File: config.mk
export PLATFORM = sky130hd
export DESIGN_NAME = tcsr_status
export DESIGN_NICKNAME = d
export VERILOG_FILES = /design/src/pkg/tcsr_pkg.sv /design/src/verilog/tcsr_status.sv
export SDC_FILE = /design/constraint.sdc
export NUM_CORES = 1
export LEC_CHECK = 0
export ABC_AREA = 0
export ABC_CLOCK_PERIOD_IN_PS = 2750
export BUFFER_PORTS_ARGS = -buffer_cell sky130_fd_sc_hd__buf_4
export CORE_MARGIN = 8
export CORE_UTILIZATION = 42
export CTS_CLUSTER_DIAMETER = 100
export DETAILED_ROUTE_END_ITERATION = 8
export GPL_TIMING_DRIVEN = 0
export PLACE_DENSITY = 0.78
export SYNTH_ARGS = -nofsm -noshare
export SYNTH_HDL_FRONTEND = slang
export SYNTH_SLANG_ARGS = --single-unit
File: constraint.sdc
create_clock -name core_clk_i -period 2.75 [get_ports core_clk_i]
set_input_delay 0 -clock core_clk_i [delete_from_list [all_inputs] [get_ports core_clk_i]]
set_output_delay 0 -clock core_clk_i [all_outputs]
set_load 0.03 [all_outputs]
File: src/pkg/tcsr_pkg.sv
package tcsr_pkg;
  // ==========================================================
  // Main status bit positions
  localparam int SR_SC  = 15;
  localparam int SR_RDY = 7;
  localparam int SR_OFL = 6;
  localparam int SR_SIP = 5;
  localparam int SR_TCL = 1;
  localparam int SR_TCH = 3;
  // ==========================================================
  // Extended status zero bit positions
  localparam int X0_TMK = 15;
  localparam int X0_RLS = 14;
  localparam int X0_LET = 13;
  localparam int X0_RLL = 12;
  localparam int X0_WLE = 11;
  localparam int X0_NEF = 10;
  localparam int X0_ILC = 9;
  localparam int X0_ILA = 8;
  localparam int X0_MOT = 7;
  localparam int X0_ONL = 6;
  localparam int X0_VCK = 4;
  localparam int X0_PED = 3;
  localparam int X0_WLK = 2;
  localparam int X0_BOT = 1;
  localparam int X0_EOT = 0;
  // ==========================================================
  // Constants
  localparam logic [15:0] BOOT_WORD  = 16'h8001;
  localparam logic [15:0] WORD_ZERO  = 16'h0000;
  localparam logic [17:0] BOOT_ADDR  = 18'h00000;
  localparam logic        PED_VALUE  = 1'b1;
  // ==========================================================
  // Termination classes
  typedef enum logic [2:0] {
    TCSR_TC_NORMAL = 3'b000,
    TCSR_TC_ATTN   = 3'b001,
    TCSR_TC_ALERT  = 3'b010,
    TCSR_TC_REJECT = 3'b011,
    TCSR_TC_REC1   = 3'b100,
    TCSR_TC_REC0   = 3'b101,
    TCSR_TC_LOST   = 3'b110,
    TCSR_TC_FATAL  = 3'b111
  } tcsr_tc_t;
  // ==========================================================
  // Sequencer states
  typedef enum logic [2:0] {
    TCSR_IDLE  = 3'b000,
    TCSR_FETCH = 3'b001,
    TCSR_RUN   = 3'b010,
    TCSR_BSKIP = 3'b011,
    TCSR_BREAD = 3'b100
  } tcsr_state_t;
endpackage

File: src/verilog/tcsr_status.sv
`timescale 1ns/1ns
// Contract
// - Ready bit high only while idle and able to take a command pointer.
// - Off-line bit follows transport; no motion go issued while off-line, but bootstrap skip and read go out on-line or off-line.
// - Read data parity error sets silo parity bit and class seven.
// - Class field sits in status bits three to one, valid with special condition.
// - Class codes zero to seven encoded as the documented table.
// - Two writes of octal 100001 after init: skip record, read second to zero.
// - Bootstrap never fetches a command packet.
// - Residual and extended status only go out in the message packet.
// - Residual count kept for read, space and skip commands only.
// - Tape mark seen sets its bit and class two.
// - Short record, early mark or load point sets short bit, class two.
// - Logical end only in enabled skip commands, class two.
// - Record longer than byte count sets long bit, class two.
// - Write protect error: class three without ring, six on lock switch.
// - Not executable, class three: reverse at load point, volume check, protected write.
// - Unsupported function or mode code sets bad code bit, class three.
// - Address wider than 18 bits or overflow sets bad address, class three.
// - Capstan moved bit set when tape moved in last operation.
// - Special condition set when last command ended with error or exception.
// - Unit available bit shows transport on-line and operable.
// - Volume changed set on on-line change and after every initialization.
module tcsr_status
  import tcsr_pkg::*;
(
  input  wire logic        core_clk_i,
  input  wire logic        rst_b_i,
  input  wire logic        bus_init_i,
  input  wire logic        stat_wr_i,
  input  wire logic [15:0] stat_wr_data_i,
  input  wire logic        cmd_ptr_wr_i,
  input  wire logic        cmd_start_i,
  input  wire logic        cmd_bad_code_i,
  input  wire logic        cmd_bad_addr_i,
  input  wire logic        cmd_motion_i,
  input  wire logic        cmd_reverse_i,
  input  wire logic        cmd_write_i,
  input  wire logic        cmd_clear_vol_i,
  input  wire logic        cmd_counts_i,
  input  wire logic        cmd_done_i,
  input  wire logic        ev_tape_mark_i,
  input  wire logic        ev_short_i,
  input  wire logic        ev_log_end_i,
  input  wire logic        ev_long_i,
  input  wire logic        ev_parity_i,
  input  wire logic        ev_lock_sw_i,
  input  wire logic        ev_moved_i,
  input  wire logic [15:0] resid_i,
  input  wire logic        get_status_i,
  input  wire logic        msg_buf_defined_i,
  input  wire logic        online_i,
  input  wire logic        write_protect_status_i,
  input  wire logic        load_point_i,
  input  wire logic        tape_end_marker_i,
  output logic      [15:0] main_status_o,
  output logic             fetch_o,
  output logic             motion_go_o,
  output logic             boot_skip_o,
  output logic             boot_read_o,
  output logic      [17:0] boot_addr_o,
  output logic             msg_valid_o,
  output logic      [15:0] msg_resid_o,
  output logic      [15:0] msg_extended_status_zero_o
);
  // ==========================================================
  // State
  tcsr_state_t state, next_state;
  tcsr_tc_t    tcl, next_tcl;
  logic        sc, next_sc;
  logic        silo_parity_error, next_sip;
  logic        next_ofl;
  logic        onl_q, next_onl_q;
  logic        volume_changed, next_vck;
  logic        armed, next_armed;
  logic        boot_half, next_boot_half;
  logic [15:0] xflags, next_xflags;
  logic [15:0] resid, next_resid;
  logic        fetch, next_fetch;
  logic        go, next_go;
  logic        bskip, next_bskip;
  logic        bread, next_bread;
  logic        msg_v, next_msg_v;
  logic [15:0] msg_r, next_msg_r;
  logic [15:0] msg_x, next_msg_x;
  logic [15:0] extended_status_zero;
  logic [15:0] status_word;

  function automatic logic [15:0] bitv(input int pos);
    bitv = 16'h0001 << pos;
  endfunction

  // ==========================================================
  // Live extended status zero
  always_comb begin
    extended_status_zero = xflags;
    extended_status_zero[X0_ONL] = onl_q;
    extended_status_zero[X0_VCK] = volume_changed;
    extended_status_zero[X0_PED] = PED_VALUE;
    extended_status_zero[X0_WLK] = write_protect_status_i;
    extended_status_zero[X0_BOT] = load_point_i;
    extended_status_zero[X0_EOT] = tape_end_marker_i;
  end

  // ==========================================================
  // Status word and sequencing
  always_comb begin
    logic          reject;
    logic [15:0]   f;
    tcsr_tc_t      c;
    reject = 1'b0;
    f = WORD_ZERO;
    c = TCSR_TC_NORMAL;
    next_state = state;
    next_tcl = tcl;
    next_sc = sc;
    next_sip = silo_parity_error;
    next_ofl = ~online_i;
    next_onl_q = online_i;
    next_vck = volume_changed | (online_i != onl_q);
    next_armed = armed;
    next_boot_half = boot_half;
    next_xflags = xflags;
    next_resid = resid;
    next_fetch = 1'b0;
    next_go = 1'b0;
    next_bskip = 1'b0;
    next_bread = 1'b0;
    next_msg_v = 1'b0;
    next_msg_r = msg_r;
    next_msg_x = msg_x;
    case (state)
      TCSR_IDLE: begin
        if (cmd_ptr_wr_i) begin
          next_state = TCSR_FETCH;
          next_fetch = 1'b1;
          next_sc = 1'b0;
          next_sip = 1'b0;
          next_tcl = TCSR_TC_NORMAL;
        end else if (get_status_i && msg_buf_defined_i) begin
          next_msg_v = 1'b1;
          next_msg_r = resid;
          next_msg_x = extended_status_zero;
        end
      end
      TCSR_FETCH: begin
        if (cmd_start_i) begin
          if (cmd_bad_code_i) begin
            f = f | bitv(X0_ILC);
            reject = 1'b1;
          end
          if (cmd_bad_addr_i) begin
            f = f | bitv(X0_ILA);
            reject = 1'b1;
          end
          if (cmd_motion_i && !online_i) begin
            f = f | bitv(X0_NEF);
            reject = 1'b1;
          end
          if (cmd_reverse_i && load_point_i) begin
            f = f | bitv(X0_NEF);
            reject = 1'b1;
          end
          if (cmd_motion_i && volume_changed && !cmd_clear_vol_i) begin
            f = f | bitv(X0_NEF);
            reject = 1'b1;
          end
          if (cmd_write_i && write_protect_status_i) begin
            f = f | bitv(X0_NEF) | bitv(X0_WLE);
            reject = 1'b1;
          end
          if (cmd_clear_vol_i && !reject) begin
            next_vck = online_i != onl_q;
          end
          next_xflags = f;
          if (reject) begin
            next_state = TCSR_IDLE;
            next_tcl = TCSR_TC_REJECT;
            next_sc = 1'b1;
            if (msg_buf_defined_i) begin
              next_msg_v = 1'b1;
              next_msg_r = resid;
              next_msg_x = f | (extended_status_zero & ~xflags);
            end
          end else begin
            next_state = TCSR_RUN;
            next_go = cmd_motion_i;
          end
        end
      end
      TCSR_RUN, TCSR_BSKIP, TCSR_BREAD: begin
        if (cmd_done_i) begin
          f = xflags & (bitv(X0_ILC) | bitv(X0_ILA) | bitv(X0_NEF));
          if (ev_tape_mark_i) begin
            f = f | bitv(X0_TMK);
            c = TCSR_TC_ALERT;
          end
          if (ev_short_i) begin
            f = f | bitv(X0_RLS);
            c = TCSR_TC_ALERT;
          end
          if (ev_log_end_i) begin
            f = f | bitv(X0_LET);
            c = TCSR_TC_ALERT;
          end
          if (ev_long_i) begin
            f = f | bitv(X0_RLL);
            c = TCSR_TC_ALERT;
          end
          if (ev_lock_sw_i) begin
            f = f | bitv(X0_WLE);
            c = TCSR_TC_LOST;
          end
          if (ev_parity_i) begin
            next_sip = 1'b1;
            c = TCSR_TC_FATAL;
          end
          if (ev_moved_i) begin
            f = f | bitv(X0_MOT);
          end
          next_xflags = f;
          next_resid = cmd_counts_i ? resid_i : WORD_ZERO;
          next_tcl = c;
          next_sc = (c != TCSR_TC_NORMAL);
          if (state == TCSR_BSKIP) begin
            next_state = TCSR_BREAD;
            next_bread = 1'b1;
          end else begin
            next_state = TCSR_IDLE;
          end
          if (msg_buf_defined_i && state == TCSR_RUN) begin
            next_msg_v = 1'b1;
            next_msg_r = cmd_counts_i ? resid_i : WORD_ZERO;
            next_msg_x = f | (extended_status_zero & ~xflags & ~bitv(X0_MOT));
          end
        end
      end
      default: begin
        next_state = TCSR_IDLE;
      end
    endcase
    if (bus_init_i) begin
      next_armed = 1'b1;
      next_boot_half = 1'b0;
      next_vck = 1'b1;
    end
    if (stat_wr_i) begin
      next_state = TCSR_IDLE;
      next_tcl = TCSR_TC_NORMAL;
      next_sc = 1'b0;
      next_sip = 1'b0;
      next_xflags = WORD_ZERO;
      next_vck = 1'b1;
      next_go = 1'b0;
      next_fetch = 1'b0;
      next_bread = 1'b0;
      next_msg_v = 1'b0;
      next_boot_half = armed && stat_wr_data_i == BOOT_WORD && !boot_half;
      if (armed && boot_half && stat_wr_data_i == BOOT_WORD) begin
        next_state = TCSR_BSKIP;
        next_bskip = 1'b1;
        next_armed = 1'b0;
      end
    end
  end

  always_comb begin
    status_word = WORD_ZERO;
    status_word[SR_SC] = sc;
    status_word[SR_RDY] = (state == TCSR_IDLE);
    status_word[SR_OFL] = next_ofl;
    status_word[SR_SIP] = silo_parity_error;
    status_word[SR_TCH:SR_TCL] = tcl;
  end

  // ==========================================================
  // Registers
  always_ff @(posedge core_clk_i or negedge rst_b_i) begin
    if (!rst_b_i) begin
      state <= TCSR_IDLE;
      tcl <= TCSR_TC_NORMAL;
      sc <= 1'b0;
      silo_parity_error <= 1'b0;
      onl_q <= 1'b0;
      volume_changed <= 1'b1;
      armed <= 1'b1;
      boot_half <= 1'b0;
      xflags <= WORD_ZERO;
      resid <= WORD_ZERO;
      fetch <= 1'b0;
      go <= 1'b0;
      bskip <= 1'b0;
      bread <= 1'b0;
      msg_v <= 1'b0;
      msg_r <= WORD_ZERO;
      msg_x <= WORD_ZERO;
      main_status_o <= WORD_ZERO;
    end else begin
      state <= next_state;
      tcl <= next_tcl;
      sc <= next_sc;
      silo_parity_error <= next_sip;
      onl_q <= next_onl_q;
      volume_changed <= next_vck;
      armed <= next_armed;
      boot_half <= next_boot_half;
      xflags <= next_xflags;
      resid <= next_resid;
      fetch <= next_fetch;
      go <= next_go;
      bskip <= next_bskip;
      bread <= next_bread;
      msg_v <= next_msg_v;
      msg_r <= next_msg_r;
      msg_x <= next_msg_x;
      main_status_o <= status_word;
    end
  end

  assign fetch_o = fetch;
  assign motion_go_o = go;
  assign boot_skip_o = bskip;
  assign boot_read_o = bread;
  assign boot_addr_o = BOOT_ADDR;
  assign msg_valid_o = msg_v;
  assign msg_resid_o = msg_r;
  assign msg_extended_status_zero_o = msg_x;

  // ==========================================================
  // Checks
  property p_ready_idle;
    @(posedge core_clk_i) disable iff (!rst_b_i)
      main_status_o[SR_RDY] |-> $past(state) == TCSR_IDLE;
  endproperty
  a_ready_idle: assert property (p_ready_idle) else $error("ready while busy");

  property p_no_go_offline;
    @(posedge core_clk_i) disable iff (!rst_b_i)
      (state == TCSR_FETCH && cmd_start_i && !online_i) |=> !motion_go_o;
  endproperty
  a_no_go_offline: assert property (p_no_go_offline) else $error("motion off-line");

  property p_parity_fatal;
    @(posedge core_clk_i) disable iff (!rst_b_i)
      (state == TCSR_RUN && cmd_done_i && ev_parity_i && !stat_wr_i)
        |=> ##1 main_status_o[SR_SIP] && main_status_o[SR_TCH:SR_TCL] == TCSR_TC_FATAL;
  endproperty
  a_parity_fatal: assert property (p_parity_fatal) else $error("parity class");

  property p_sc_class;
    @(posedge core_clk_i) disable iff (!rst_b_i)
      main_status_o[SR_SC] == (main_status_o[SR_TCH:SR_TCL] != TCSR_TC_NORMAL);
  endproperty
  a_sc_class: assert property (p_sc_class) else $error("special condition");

  property p_boot_seq;
    @(posedge core_clk_i) disable iff (!rst_b_i)
      boot_skip_o |-> !fetch_o && boot_addr_o == BOOT_ADDR;
  endproperty
  a_boot_seq: assert property (p_boot_seq) else $error("boot fetched");

  property p_boot_read;
    @(posedge core_clk_i) disable iff (!rst_b_i)
      (state == TCSR_BSKIP && cmd_done_i && !stat_wr_i) |=> boot_read_o;
  endproperty
  a_boot_read: assert property (p_boot_read) else $error("boot read missing");

  property p_tmk_alert;
    @(posedge core_clk_i) disable iff (!rst_b_i)
      (state == TCSR_RUN && cmd_done_i && ev_tape_mark_i && !ev_parity_i
       && !ev_lock_sw_i && !stat_wr_i && msg_buf_defined_i)
        |=> msg_valid_o && msg_extended_status_zero_o[X0_TMK] ##1 main_status_o[SR_TCH:SR_TCL] == TCSR_TC_ALERT;
  endproperty
  a_tmk_alert: assert property (p_tmk_alert) else $error("tape mark class");

  property p_reject_class;
    @(posedge core_clk_i) disable iff (!rst_b_i)
      (state == TCSR_FETCH && cmd_start_i && cmd_bad_code_i && !stat_wr_i)
        |=> ##1 main_status_o[SR_TCH:SR_TCL] == TCSR_TC_REJECT && main_status_o[SR_RDY];
  endproperty
  a_reject_class: assert property (p_reject_class) else $error("reject class");

  property p_vck_init;
    @(posedge core_clk_i) disable iff (!rst_b_i)
      stat_wr_i |=> volume_changed;
  endproperty
  a_vck_init: assert property (p_vck_init) else $error("volume flag");

  property p_msg_buf;
    @(posedge core_clk_i) disable iff (!rst_b_i)
      msg_valid_o |-> $past(msg_buf_defined_i);
  endproperty
  a_msg_buf: assert property (p_msg_buf) else $error("message without buffer");
endmodule
==> out/qor.csv, run 1 <==
metric,value,unit
via_count,3316,
die_area,12600,um^2
max_clock_freq,430,MHz
ant_nets,0,
grt_pass1_wl,17800,um
dp_cells,617,
finalCritPeriodShare,84.6,%
min-delay-path-class,in -> reg,
post_layout_nonfiller_instances,666,
postSynthRegisterBits,80,
gp_routability_congestion,0.867,
unrepaired_setup_endpoints_after_global_routing,no,
first_global_vias,3608,
h-tree-depth,3,
post_route_cells_drive_above_1_share,33.5,%
crit_arrival,2.61,ns
synthesis.area_per_instance,10.2,um^2
status,"complete, no violations",
critical_path.most_common_cell,sky130_fd_sc_hd__buf_2,
crit_path_cell_trace,buf_2 > nor3b_1 > or2_2 > buf_2 > a31oi_1 > a211oi_1 > dlygate4sd3_1,
groute.usage.overall,17.4,%
cts_root_buf,sky130_fd_sc_hd__clkbuf_8,
synthCells,381,
startpoint,state[2]$_DFFE_PN0P_,
rr_startpoint,state[2]$_DFFE_PN0P_,
grt_max_degree,81,
maximum_resistive_drop_on_vdd,290,uV
number_of_cts_inserted_buffers,9,
die_x,112,um
worst-path-stages,7,
worst-path-buf-inv,3,
synth_largest_type_area_fraction,50.0,%
hpwlAfterDp,7680,um
synth-async-reset-ratio,100,%
placement_rows,35,
worstRegToRegCells,7,
synth_enable_flop_cells,0,
clk_pin_slew_worst_paths,0.09,ns
final_critical_path_time_including_i_o_delays_and_setup,2.33,ns
slew_violations,0,
port_buffers,98,
placeableCoreArea,9110,um^2
critPathCapture,silo_parity_error$_DFFE_PN0P_,
grt_remaining_overflow,0,
detailedRoute.firstIterationViolations,114,
clkLatencyLatePin,0.35,ns
postCtsSetupRepairBufs,0,
cells_taking_the_most_area_after_synthesis,"sky130_fd_sc_hd__dfrtp_1 (50%), sky130_fd_sc_hd__mux2_4 (11%), sky130_fd_sc_hd__nand2_1 (8.7%)",
setup_violations,0,
final_core_utilization,59.5,%
initial_utilization,42.8,%
timing.reg2reg.setup_slack,0.42,ns
pwr_density_cell,594,nW/um^2
leak_pwr,2.71,nW
vias_per_cell,4.98,
path_class,reg -> reg,
yosys_warnings,0,
tritoncts_clock_tree,done,
cts_sinks,80,
antenna_cells,0,
routed_wire_length_per_instance,15.9,um
post-synth-top-area-cell,sky130_fd_sc_hd__dfrtp_1,
final_net_count,609,
tightest_slew,0.997,ns
io-pin-count,130,
cts-resized-gates,0,
remaining_drc_errors,0,
critical_path_required,3.03,ns
critical_path.slowest_cell,sky130_fd_sc_hd__dlygate4sd3_1,
kind_of_cell_adding_the_most_delay_to_the_critical_path,buffers and inverters,
critical_path.endpoint_type,flop,
routed_wire_length,10600,um
ys_seq_area_share,51.4,%
fillCellCount,747,
max_cap_viol_count,0,
netlist-cell-type-count,47,
finalHoldViolCount,0,
antenna_violations_before_repair,0,
sort_of_element_at_the_start_of_the_critical_path,flop,
critical-path-max-stage-delay,0.58,ns
timing.rr.end,silo_parity_error$_DFFE_PN0P_,
crit_fanout,10,
finClkSkew,0.0126,ns
tns,0,ns
mappedNetlistArea,3900,um^2
yosys_most_used_dff,sky130_fd_sc_hd__dfrtp_1,
firstDrtPassIters,4,
die_h,112,um
worst_slew_margin_rel,33.5,%
ctsLongestPathBuffers,2,
syn_to_final_growth,38.9,%
## logic make-up (layout without fill, tap and decap cells)
| group | after synthesis | in the layout | share of synthesized area (%) |
|---|---|---|---|
| other | 1 | 28 | 0.0961 |
| and+or+nand+nor | 146 | 146 | 16.9 |
| muxes | 32 | 32 | 11.9 |
| AOI/OAI and AO/OA | 69 | 69 | 11.1 |
| buffers and inverters | 52 | 199 | 8.40 |
| DFF | 80 | 80 | 51.4 |
| xor gates and xnor gates | 1 | 1 | 0.225 |
## synth_stat cells (2+ instances only)
| cell | count |
|---|---|
| sky130_fd_sc_hd__nand2_1 | 90 |
| sky130_fd_sc_hd__dfrtp_1 | 78 |
| sky130_fd_sc_hd__o21ai_0 | 35 |
| sky130_fd_sc_hd__buf_4 | 28 |
| sky130_fd_sc_hd__mux2_4 | 28 |
| sky130_fd_sc_hd__nand3_1 | 16 |
| sky130_fd_sc_hd__clkbuf_1 | 14 |
| sky130_fd_sc_hd__nor2_1 | 12 |
| sky130_fd_sc_hd__a21oi_1 | 9 |
| sky130_fd_sc_hd__buf_2 | 4 |
| sky130_fd_sc_hd__nor2b_1 | 4 |
| sky130_fd_sc_hd__o31ai_1 | 4 |
| sky130_fd_sc_hd__a211oi_1 | 3 |
| sky130_fd_sc_hd__buf_6 | 3 |
| sky130_fd_sc_hd__mux2_2 | 3 |
| sky130_fd_sc_hd__nand2b_1 | 3 |
| sky130_fd_sc_hd__nor3_1 | 3 |
| sky130_fd_sc_hd__nor4_1 | 3 |
| sky130_fd_sc_hd__o21a_1 | 3 |
| sky130_fd_sc_hd__a22oi_1 | 2 |
| sky130_fd_sc_hd__and2_1 | 2 |
| sky130_fd_sc_hd__dfstp_2 | 2 |
| sky130_fd_sc_hd__inv_1 | 2 |
| sky130_fd_sc_hd__nand3b_1 | 2 |
| sky130_fd_sc_hd__nor3b_1 | 2 |
| sky130_fd_sc_hd__nor4b_1 | 2 |
| sky130_fd_sc_hd__o211ai_1 | 2 |
| sky130_fd_sc_hd__o32a_1 | 2 |
| sky130_fd_sc_hd__or2_2 | 2 |
## through the flow
stage          instance area, um^2  hold slack, ns  setup WS, ns  power (mW)
6_report                      5420          0.0393         0.425        3.22
5_1_grt                       5420          0.0491         0.211        3.36
4_1_cts                       5420          0.0231         0.474        3.24
3_5_place_dp                  4880           0.152         0.551        2.25
3_3_place_gp                  4880           0.154         0.657        2.23
2_1_floorplan                 4000          -0.296         0.886        1.93
## power breakdown
part           total, mW  switching [mW]  internal (mW)
clock network      0.951           0.438          0.513
registers           1.37          0.0706           1.30
logic              0.891           0.493          0.398
## area by class of cell
cell class,count,area [um^2],share of cell area (%)
clock buffers,11,131,2.42
well taps,111,139,2.56
inverters,2,7.51,0.139
repair buffers,131,1070,19.7
plain buffers,50,320,5.91
clock inverters,5,81.3,1.50
flip-flops and latches,80,2000,37.0
multi-input cells,276,1670,30.8
## worst min path at each step
stage	startpoint	endpoint	slack (ns)	cells after the start
2_1_floorplan	rst_b_i	boot_half$_DFFE_PN0P_	-0.30	0
3_3_place_gp	online_i	onl_q$_DFF_PN0_	0.15	1
3_5_place_dp	online_i	onl_q$_DFF_PN0_	0.15	1
4_1_cts	stat_wr_i	xflags[14]$_DFFE_PN0P_	0.02	4
5_1_grt	ev_parity_i	tcl[0]$_DFFE_PN0P_	0.05	4
6_report	stat_wr_i	xflags[14]$_DFFE_PN0P_	0.04	4
## worst reg2reg max path, stage by stage (launching register included)
cell and delay, ns:
sky130_fd_sc_hd__dfrtp_1 0.37, sky130_fd_sc_hd__buf_2 0.21, sky130_fd_sc_hd__nor3b_1 0.37, sky130_fd_sc_hd__or2_2 0.17, sky130_fd_sc_hd__buf_2 0.21, sky130_fd_sc_hd__a31oi_1 0.11, sky130_fd_sc_hd__a211oi_1 0.23, sky130_fd_sc_hd__dlygate4sd3_1 0.58
## per-layer routing
layer | track usage [%] | share of wire, %
met1 | 20.5 | 42
met2 | 30.0 | 51
met4 | 6.38 | 1.3
met3 | 4.29 | 6.3
met5 | 0 | 0
## layout by cell type, fill, tap and decap left out, drive strengths merged, types with 2 or more instances in the layout
cell	count
a211oi	3
a21oi	9
a22oi	2
and2	2
buf	134
bufinv	2
clkbuf	25
clkinv	2
conb	28
dfrtp	78
dfstp	2
dlygate4sd3	33
inv	2
mux2	31
nand2	90
nand2b	3
nand3	16
nand3b	2
nor2	12
nor2b	4
nor3	3
nor3b	2
nor4	3
nor4b	2
o211ai	2
o21a	3
o21ai	35
o31ai	4
o32a	2
or2	3
## state kept, by name (all words and copies together), names as in the netlist, 3 cells and up
register,flops
main_status_o,7
msg_extended_status_zero_o,15
msg_resid_o,16
resid,16
state,3
tcl,3
xflags,9
## repair_timing
action,4_1_cts,5_1_grt
hold buffers,33,0
setup endpoints to repair,0,0
endpoints found under the hold margin,118,0
Note: power is estimated with default switching activity, not from simulation.
==> run 2, diff against run 1 <==
--- a/config.mk
+++ b/config.mk
@@ -6,14 +6,14 @@
 export NUM_CORES = 1
 export LEC_CHECK = 0
 export ABC_AREA = 0
-export ABC_CLOCK_PERIOD_IN_PS = 2750
+export ABC_CLOCK_PERIOD_IN_PS = 2100
 export BUFFER_PORTS_ARGS = -buffer_cell sky130_fd_sc_hd__buf_4
 export CORE_MARGIN = 8
 export CORE_UTILIZATION = 42
 export CTS_CLUSTER_DIAMETER = 100
 export DETAILED_ROUTE_END_ITERATION = 8
 export GPL_TIMING_DRIVEN = 0
-export PLACE_DENSITY = 0.78
+export PLACE_DENSITY = 0.81
 export SYNTH_ARGS = -nofsm -noshare
 export SYNTH_HDL_FRONTEND = slang
 export SYNTH_SLANG_ARGS = --single-unit
==> constraint.sdc (replaced) <==
create_clock -name core_clk_i -period 2.1 [get_ports core_clk_i]
set_input_delay 0 -clock core_clk_i [delete_from_list [all_inputs] [get_ports core_clk_i]]
set_output_delay 0 -clock core_clk_i [all_outputs]
set_load 0.03 [all_outputs]
==> out/qor.csv, run 2 (synthesized netlist as in run 1, its figures left out) <==
metric,value,unit
ctsLongestPathBuffers,2,
crit_path_cell_trace,dlygate4sd3_1 > buf_4 > a22o_1 > or3_4 > or2_4 > a41o_4 > buf_8 > mux2_4,
fillCellCount,751,
die_area,12600,um^2
placed_cell_area,4880,um^2
path_class,in -> reg,
syn_to_final_growth,40.9,%
unrepaired_setup_endpoints_after_global_routing,no,
crit_arrival,2.28,ns
h-tree-depth,3,
port_buffers,98,
cts_root_buf,sky130_fd_sc_hd__clkbuf_8,
grt_max_degree,81,
hpwlAfterDp,7410,um
design_internal_power,3.15,mW
final_common_cell,sky130_fd_sc_hd__buf_4,
status,"complete, no violations",
critical_path.endpoint_type,flop,
area.sequential,2000,um^2
slew_violations,0,
finClkSkew,0.0132,ns
antenna_cells,0,
power.share.clock,32.9,%
vias_per_cell,4.98,
crit_fanout,10,
final_critical_path_time_including_i_o_delays_and_setup,2.04,ns
first_global_vias,3468,
multi_input_gate_area,1690,um^2
layout_common_cells,"sky130_fd_sc_hd__buf_4 (127), sky130_fd_sc_hd__nand2_1 (90), sky130_fd_sc_hd__dfrtp_1 (78), sky130_fd_sc_hd__o21ai_0 (35), sky130_fd_sc_hd__dlygate4sd3_1 (32)",
grt_remaining_overflow,0,
routed_wire_length,10300,um
antenna_violations_before_repair,0,
critical_path_required,2.35,ns
pwr_density_cell,807,nW/um^2
io-pin-count,130,
sequentialPowerShare,40.7,%
critical-path-max-stage-delay,0.53,ns
remaining_drc_errors,0,
finalHoldViolCount,0,
placement_rows,35,
die_x,112,um
initial_utilization,42.8,%
kind_of_cell_adding_the_most_delay_to_the_critical_path,buffers and inverters,
final_net_count,609,
worst-path-buf-inv,3,
number_of_cts_inserted_buffers,9,
tightest_slew,0.977,ns
firstDrtPassIters,4,
placeableCoreArea,9110,um^2
max_clock_freq,490,MHz
stdcell_area,5500,um^2
tns,0,ns
sort_of_element_at_the_start_of_the_critical_path,primary input,
die_h,112,um
switching_share,29.0,%
gp_routability_congestion,0.894,
clk_pin_slew_worst_paths,0.08,ns
worst_slew_margin_rel,34.9,%
setup_violations,0,
via_count,3315,
leak_pwr,2.75,nW
clkLatencyLatePin,0.36,ns
routed_wire_length_per_instance,15.4,um
post_route_cells_drive_above_1_share,35.3,%
max_cap_viol_count,0,
cts_sinks,80,
finalCritPeriodShare,97.1,%
switch_pwr,1.29,mW
ant_nets,0,
critical_path.slowest_cell,sky130_fd_sc_hd__dlygate4sd3_1,
tritoncts_clock_tree,done,
min-delay-path-class,in -> reg,
share_comb_of_total_power,26.4,%
maximum_resistive_drop_on_vdd,515,uV
grt_pass1_wl,17200,um
groute.usage.overall,16.7,%
detailedRoute.firstIterationViolations,111,
run 2: cell type report:
| type | count | area share [%] |
|---|---|---|
| buffer | 50 | 6.08 |
| clock buffer | 12 | 2.46 |
| clock inverter | 4 | 2.18 |
| inverter | 2 | 0.137 |
| multi-input combinational | 276 | 30.8 |
| sequential | 80 | 36.5 |
| tap | 111 | 2.53 |
| timing repair buffer | 131 | 19.3 |
run 2: power by group through the flow:
stage	logic (mW)	registers (mW)	clock network (mW)
CTS	1.16	1.80	1.49
finish	1.17	1.81	1.46
detailed placement	1.11	1.83	0
global placement	1.09	1.82	0
floorplan	0.479	2.05	0
global route	1.26	1.83	1.54
run 2: path summary, 6_finish.rpt:
| check | start | cells after the start | slack (ns) | to |
|---|---|---|---|---|
| min reg2reg | tcl[1]$_DFFE_PN0P_ | 0 | 0.38 | main_status_o[2]$_DFF_PN0_ |
| max reg2reg | state[1]$_DFFE_PN0P_ | 5 | 0.10 | tcl[2]$_DFFE_PN0P_ |
| min | ev_parity_i | 3 | 0.02 | silo_parity_error$_DFFE_PN0P_ |
| min in group asynchronous | rst_b_i | 2 | 0.36 | main_status_o[15]$_DFF_PN0_ |
| max in group asynchronous | rst_b_i | 2 | 1.12 | msg_extended_status_zero_o[13]$_DFFE_PN0P_ |
| max | load_point_i | 8 | 0.06 | msg_extended_status_zero_o[14]$_DFFE_PN0P_ |
run 2: routing by layer:
layer  up-vias  wire (um)  global-route usage, %
met2       128       5190                   29.2
met4         0        155                   5.40
met1      1595       4160                   18.9
met3        17        749                   5.05
li1       1575          -                      -
met5         -          0                      0
run 2: tightest hold or removal path, stage by stage:
cell                       delay [ns]
sky130_fd_sc_hd__buf_4           0.13
sky130_fd_sc_hd__a31oi_1         0.13
sky130_fd_sc_hd__a211oi_1        0.06
run 2: through the flow:
step | instances | power (mW) | setup slack (ns) | utilization [%] | hold slack (ns)
after floorplan | 408 | 2.53 | 0.236 | - | -0.296
after global placement | 617 | 2.92 | 0.0237 | 53.5 | 0.144
after detailed placement | 617 | 2.94 | 0.0291 | 53.5 | 0.149
after CTS | 665 | 4.45 | 0.00726 | 59.9 | 0.00917
after global routing | 666 | 4.63 | 0.00193 | 60.4 | 0.0309
final | 666 | 4.44 | 0.0605 | 60.4 | 0.0214
run 2: repair_timing:
item                       4_1_cts  5_1_grt
hold buffers                    32        0
gates resized for setup          0       20
setup buffers                    0        1
setup endpoints to repair        0       56
hold endpoints to repair       117        0
==> run 3, diff against run 2 <==
--- a/config.mk
+++ b/config.mk
@@ -6,7 +6,7 @@
 export NUM_CORES = 1
 export LEC_CHECK = 0
 export ABC_AREA = 0
-export ABC_CLOCK_PERIOD_IN_PS = 2100
+export ABC_CLOCK_PERIOD_IN_PS = 1850
 export BUFFER_PORTS_ARGS = -buffer_cell sky130_fd_sc_hd__buf_4
 export CORE_MARGIN = 8
 export CORE_UTILIZATION = 42
==> constraint.sdc (replaced) <==
create_clock -name core_clk_i -period 1.85 [get_ports core_clk_i]
set_input_delay 0 -clock core_clk_i [delete_from_list [all_inputs] [get_ports core_clk_i]]
set_output_delay 0 -clock core_clk_i [all_outputs]
set_load 0.03 [all_outputs]
==> out/qor.csv, run 3 (synthesized netlist as in run 1, its figures left out) <==
metric,value,unit
status,"complete, but fails checks",
violations,negative setup slack,
routed_wire_length_per_instance,16.0,um
firstDrtPassIters,4,
max_clock_freq,530,MHz
timing.reg2reg.setup_slack,-0.04,ns
min_path_cells,4,
tightest_slew,0.975,ns
crit_path_cell_trace,nor2b_4 > nor2b_2 > buf_4 > a41o_4 > buf_12 > clkbuf_16 > mux2_4,
finalHoldViolCount,0,
tritoncts_clock_tree,done,
vias_per_cell,4.94,
timing.rr.end,msg_resid_o[12]$_DFFE_PN0P_,
dp_cells,617,
setup_violations,28,
io-pin-count,130,
worstRegToRegCells,7,
rr_startpoint,state[0]$_DFFE_PN0P_,
leak_pwr,2.82,nW
critical-path-max-stage-delay,0.45,ns
finClkSkew,0.0117,ns
die_h,112,um
critical_path.slowest_cell,sky130_fd_sc_hd__dfrtp_2,
antenna_cells,0,
sequentialPowerShare,44.0,%
hpwlAfterDp,7260,um
crit_arrival,2.12,ns
ant_nets,0,
grt_pass1_wl,17800,um
final_net_count,619,
die_x,112,um
number_of_cts_inserted_buffers,9,
initial_utilization,42.8,%
layout_common_cells,"sky130_fd_sc_hd__buf_4 (136), sky130_fd_sc_hd__nand2_1 (89), sky130_fd_sc_hd__dfrtp_1 (76), sky130_fd_sc_hd__o21ai_0 (35), sky130_fd_sc_hd__dlygate4sd3_1 (33)",
share_comb_of_total_power,30.5,%
via_count,3340,
cts_root_buf,sky130_fd_sc_hd__clkbuf_8,
final_critical_path_time_including_i_o_delays_and_setup,1.89,ns
placeableCoreArea,9110,um^2
post_route_cells_drive_above_1_share,38.9,%
cts_sinks,80,
gp_routability_congestion,0.868,
port_buffers,98,
detailedRoute.firstIterationViolations,145,
slew_violations,0,
min_from,stat_wr_i,
timing.hold.worst_endpoint,xflags[7]$_DFFE_PN0P_,
fillCellCount,699,
clk_pin_slew_worst_paths,0.08,ns
critical_path_required,2.09,ns
post_layout_nonfiller_instances,676,
tns,-0.478,ns
final_common_cell,sky130_fd_sc_hd__buf_4,
placement_rows,35,
remaining_drc_errors,0,
maximum_resistive_drop_on_vdd,549,uV
switching_share,32.1,%
grt_remaining_overflow,0,
switch_pwr,1.50,mW
die_area,12600,um^2
worst_slew_margin_rel,35.0,%
unrepaired_setup_endpoints_after_global_routing,yes,
grt_max_degree,81,
h-tree-depth,3,
antenna_violations_before_repair,0,
power.share.clock,25.5,%
finalCritPeriodShare,102,%
first_global_vias,3559,
sort_of_element_at_the_start_of_the_critical_path,flop,
ctsLongestPathBuffers,2,
syn_to_final_growth,45.3,%
max_cap_viol_count,0,
min-delay-path-class,in -> reg,
post-route-worst-setup-slack,-0.0352,ns
groute.usage.overall,17.4,%
path_class,reg -> reg,
routed_wire_length,10800,um
pwr_density_cell,824,nW/um^2
design_internal_power,3.17,mW
crit_fanout,7,
clkLatencyLatePin,0.36,ns
critical_path.endpoint_type,flop,
[run 3: worst max-delay path by stage]
stage | from | endpoint | cells after the start
detailed placement | state[2]$_DFFE_PN0P_ | resid[10]$_DFFE_PN0P_ | 8
floorplan | state[0]$_DFFE_PN0P_ | msg_extended_status_zero_o[0]$_DFFE_PN0P_ | 7
global placement | state[1]$_DFFE_PN0P_ | tcl[0]$_DFFE_PN0P_ | 6
finish | state[0]$_DFFE_PN0P_ | msg_resid_o[12]$_DFFE_PN0P_ | 7
CTS | state[0]$_DFFE_PN0P_ | msg_resid_o[8]$_DFFE_PN0P_ | 8
global route | volume_changed$_DFF_PN1_ | msg_resid_o[13]$_DFFE_PN0P_ | 7
[run 3: layout make-up]
class                      count  area (um^2)  share of cell area, %
clock buffer                  12          155                   2.74
clock inverter                 4         28.8                  0.508
timing repair buffer         143         1230                   21.7
inverter                       2         7.51                  0.132
sequential                    80         2010                   35.4
multi-input combinational    276         1740                   30.6
buffer                        48          365                   6.45
tap                          111          139                   2.45
[run 3: per-stage QoR]
step                power [mW]  utilization, %  worst slack, ns  cell area (um^2)  hold WS, ns
floorplan                 2.87               -           0.0483              4010       -0.296
global placement          3.31            53.6           -0.149              4880        0.150
detailed placement        3.34            53.6           -0.216              4880        0.153
CTS                       4.66            61.4          -0.0103              5590       0.0302
global route              4.90            62.2          -0.0897              5670       0.0212
finish                    4.67            62.2          -0.0352              5670     0.000609
[run 3: critical path: cells and delay by family (launching register included)]
| family | cells | cell delay [ns] |
|---|---|---|
| and+or+nand+nor | 2 | 0.30 |
| AOI/OAI and AO/OA | 1 | 0.29 |
| DFF | 1 | 0.45 |
| muxes | 1 | 0.29 |
| buffers and inverters | 3 | 0.44 |
[run 3: timing repair]
item                                   in CTS  in global routing
pin swaps                                   3                  3
hold buffers                               33                  0
buffers inserted                            7                  2
resized for setup                          32                 12
endpoints found under the hold margin     118                  0
cloned                                      1                  2
setup endpoints to repair                  56                 58
[run 3: per-layer routing]
layer	global-route usage (%)	vias up	part of all wire, %
met5	0	-	0
met4	5.49	0	0.86
met3	4.88	10	6.4
met2	30.7	117	52
met1	19.9	1611	41
li1	-	1602	-
[run 3: power groups by stage]
stage	Sequential (mW)	Combinational (mW)	Clock, mW
after floorplan	2.33	0.545	0
after global placement	2.07	1.24	0
after detailed placement	2.08	1.26	0
after CTS	2.05	1.40	1.22
after global routing	2.08	1.52	1.30
final	2.06	1.42	1.19
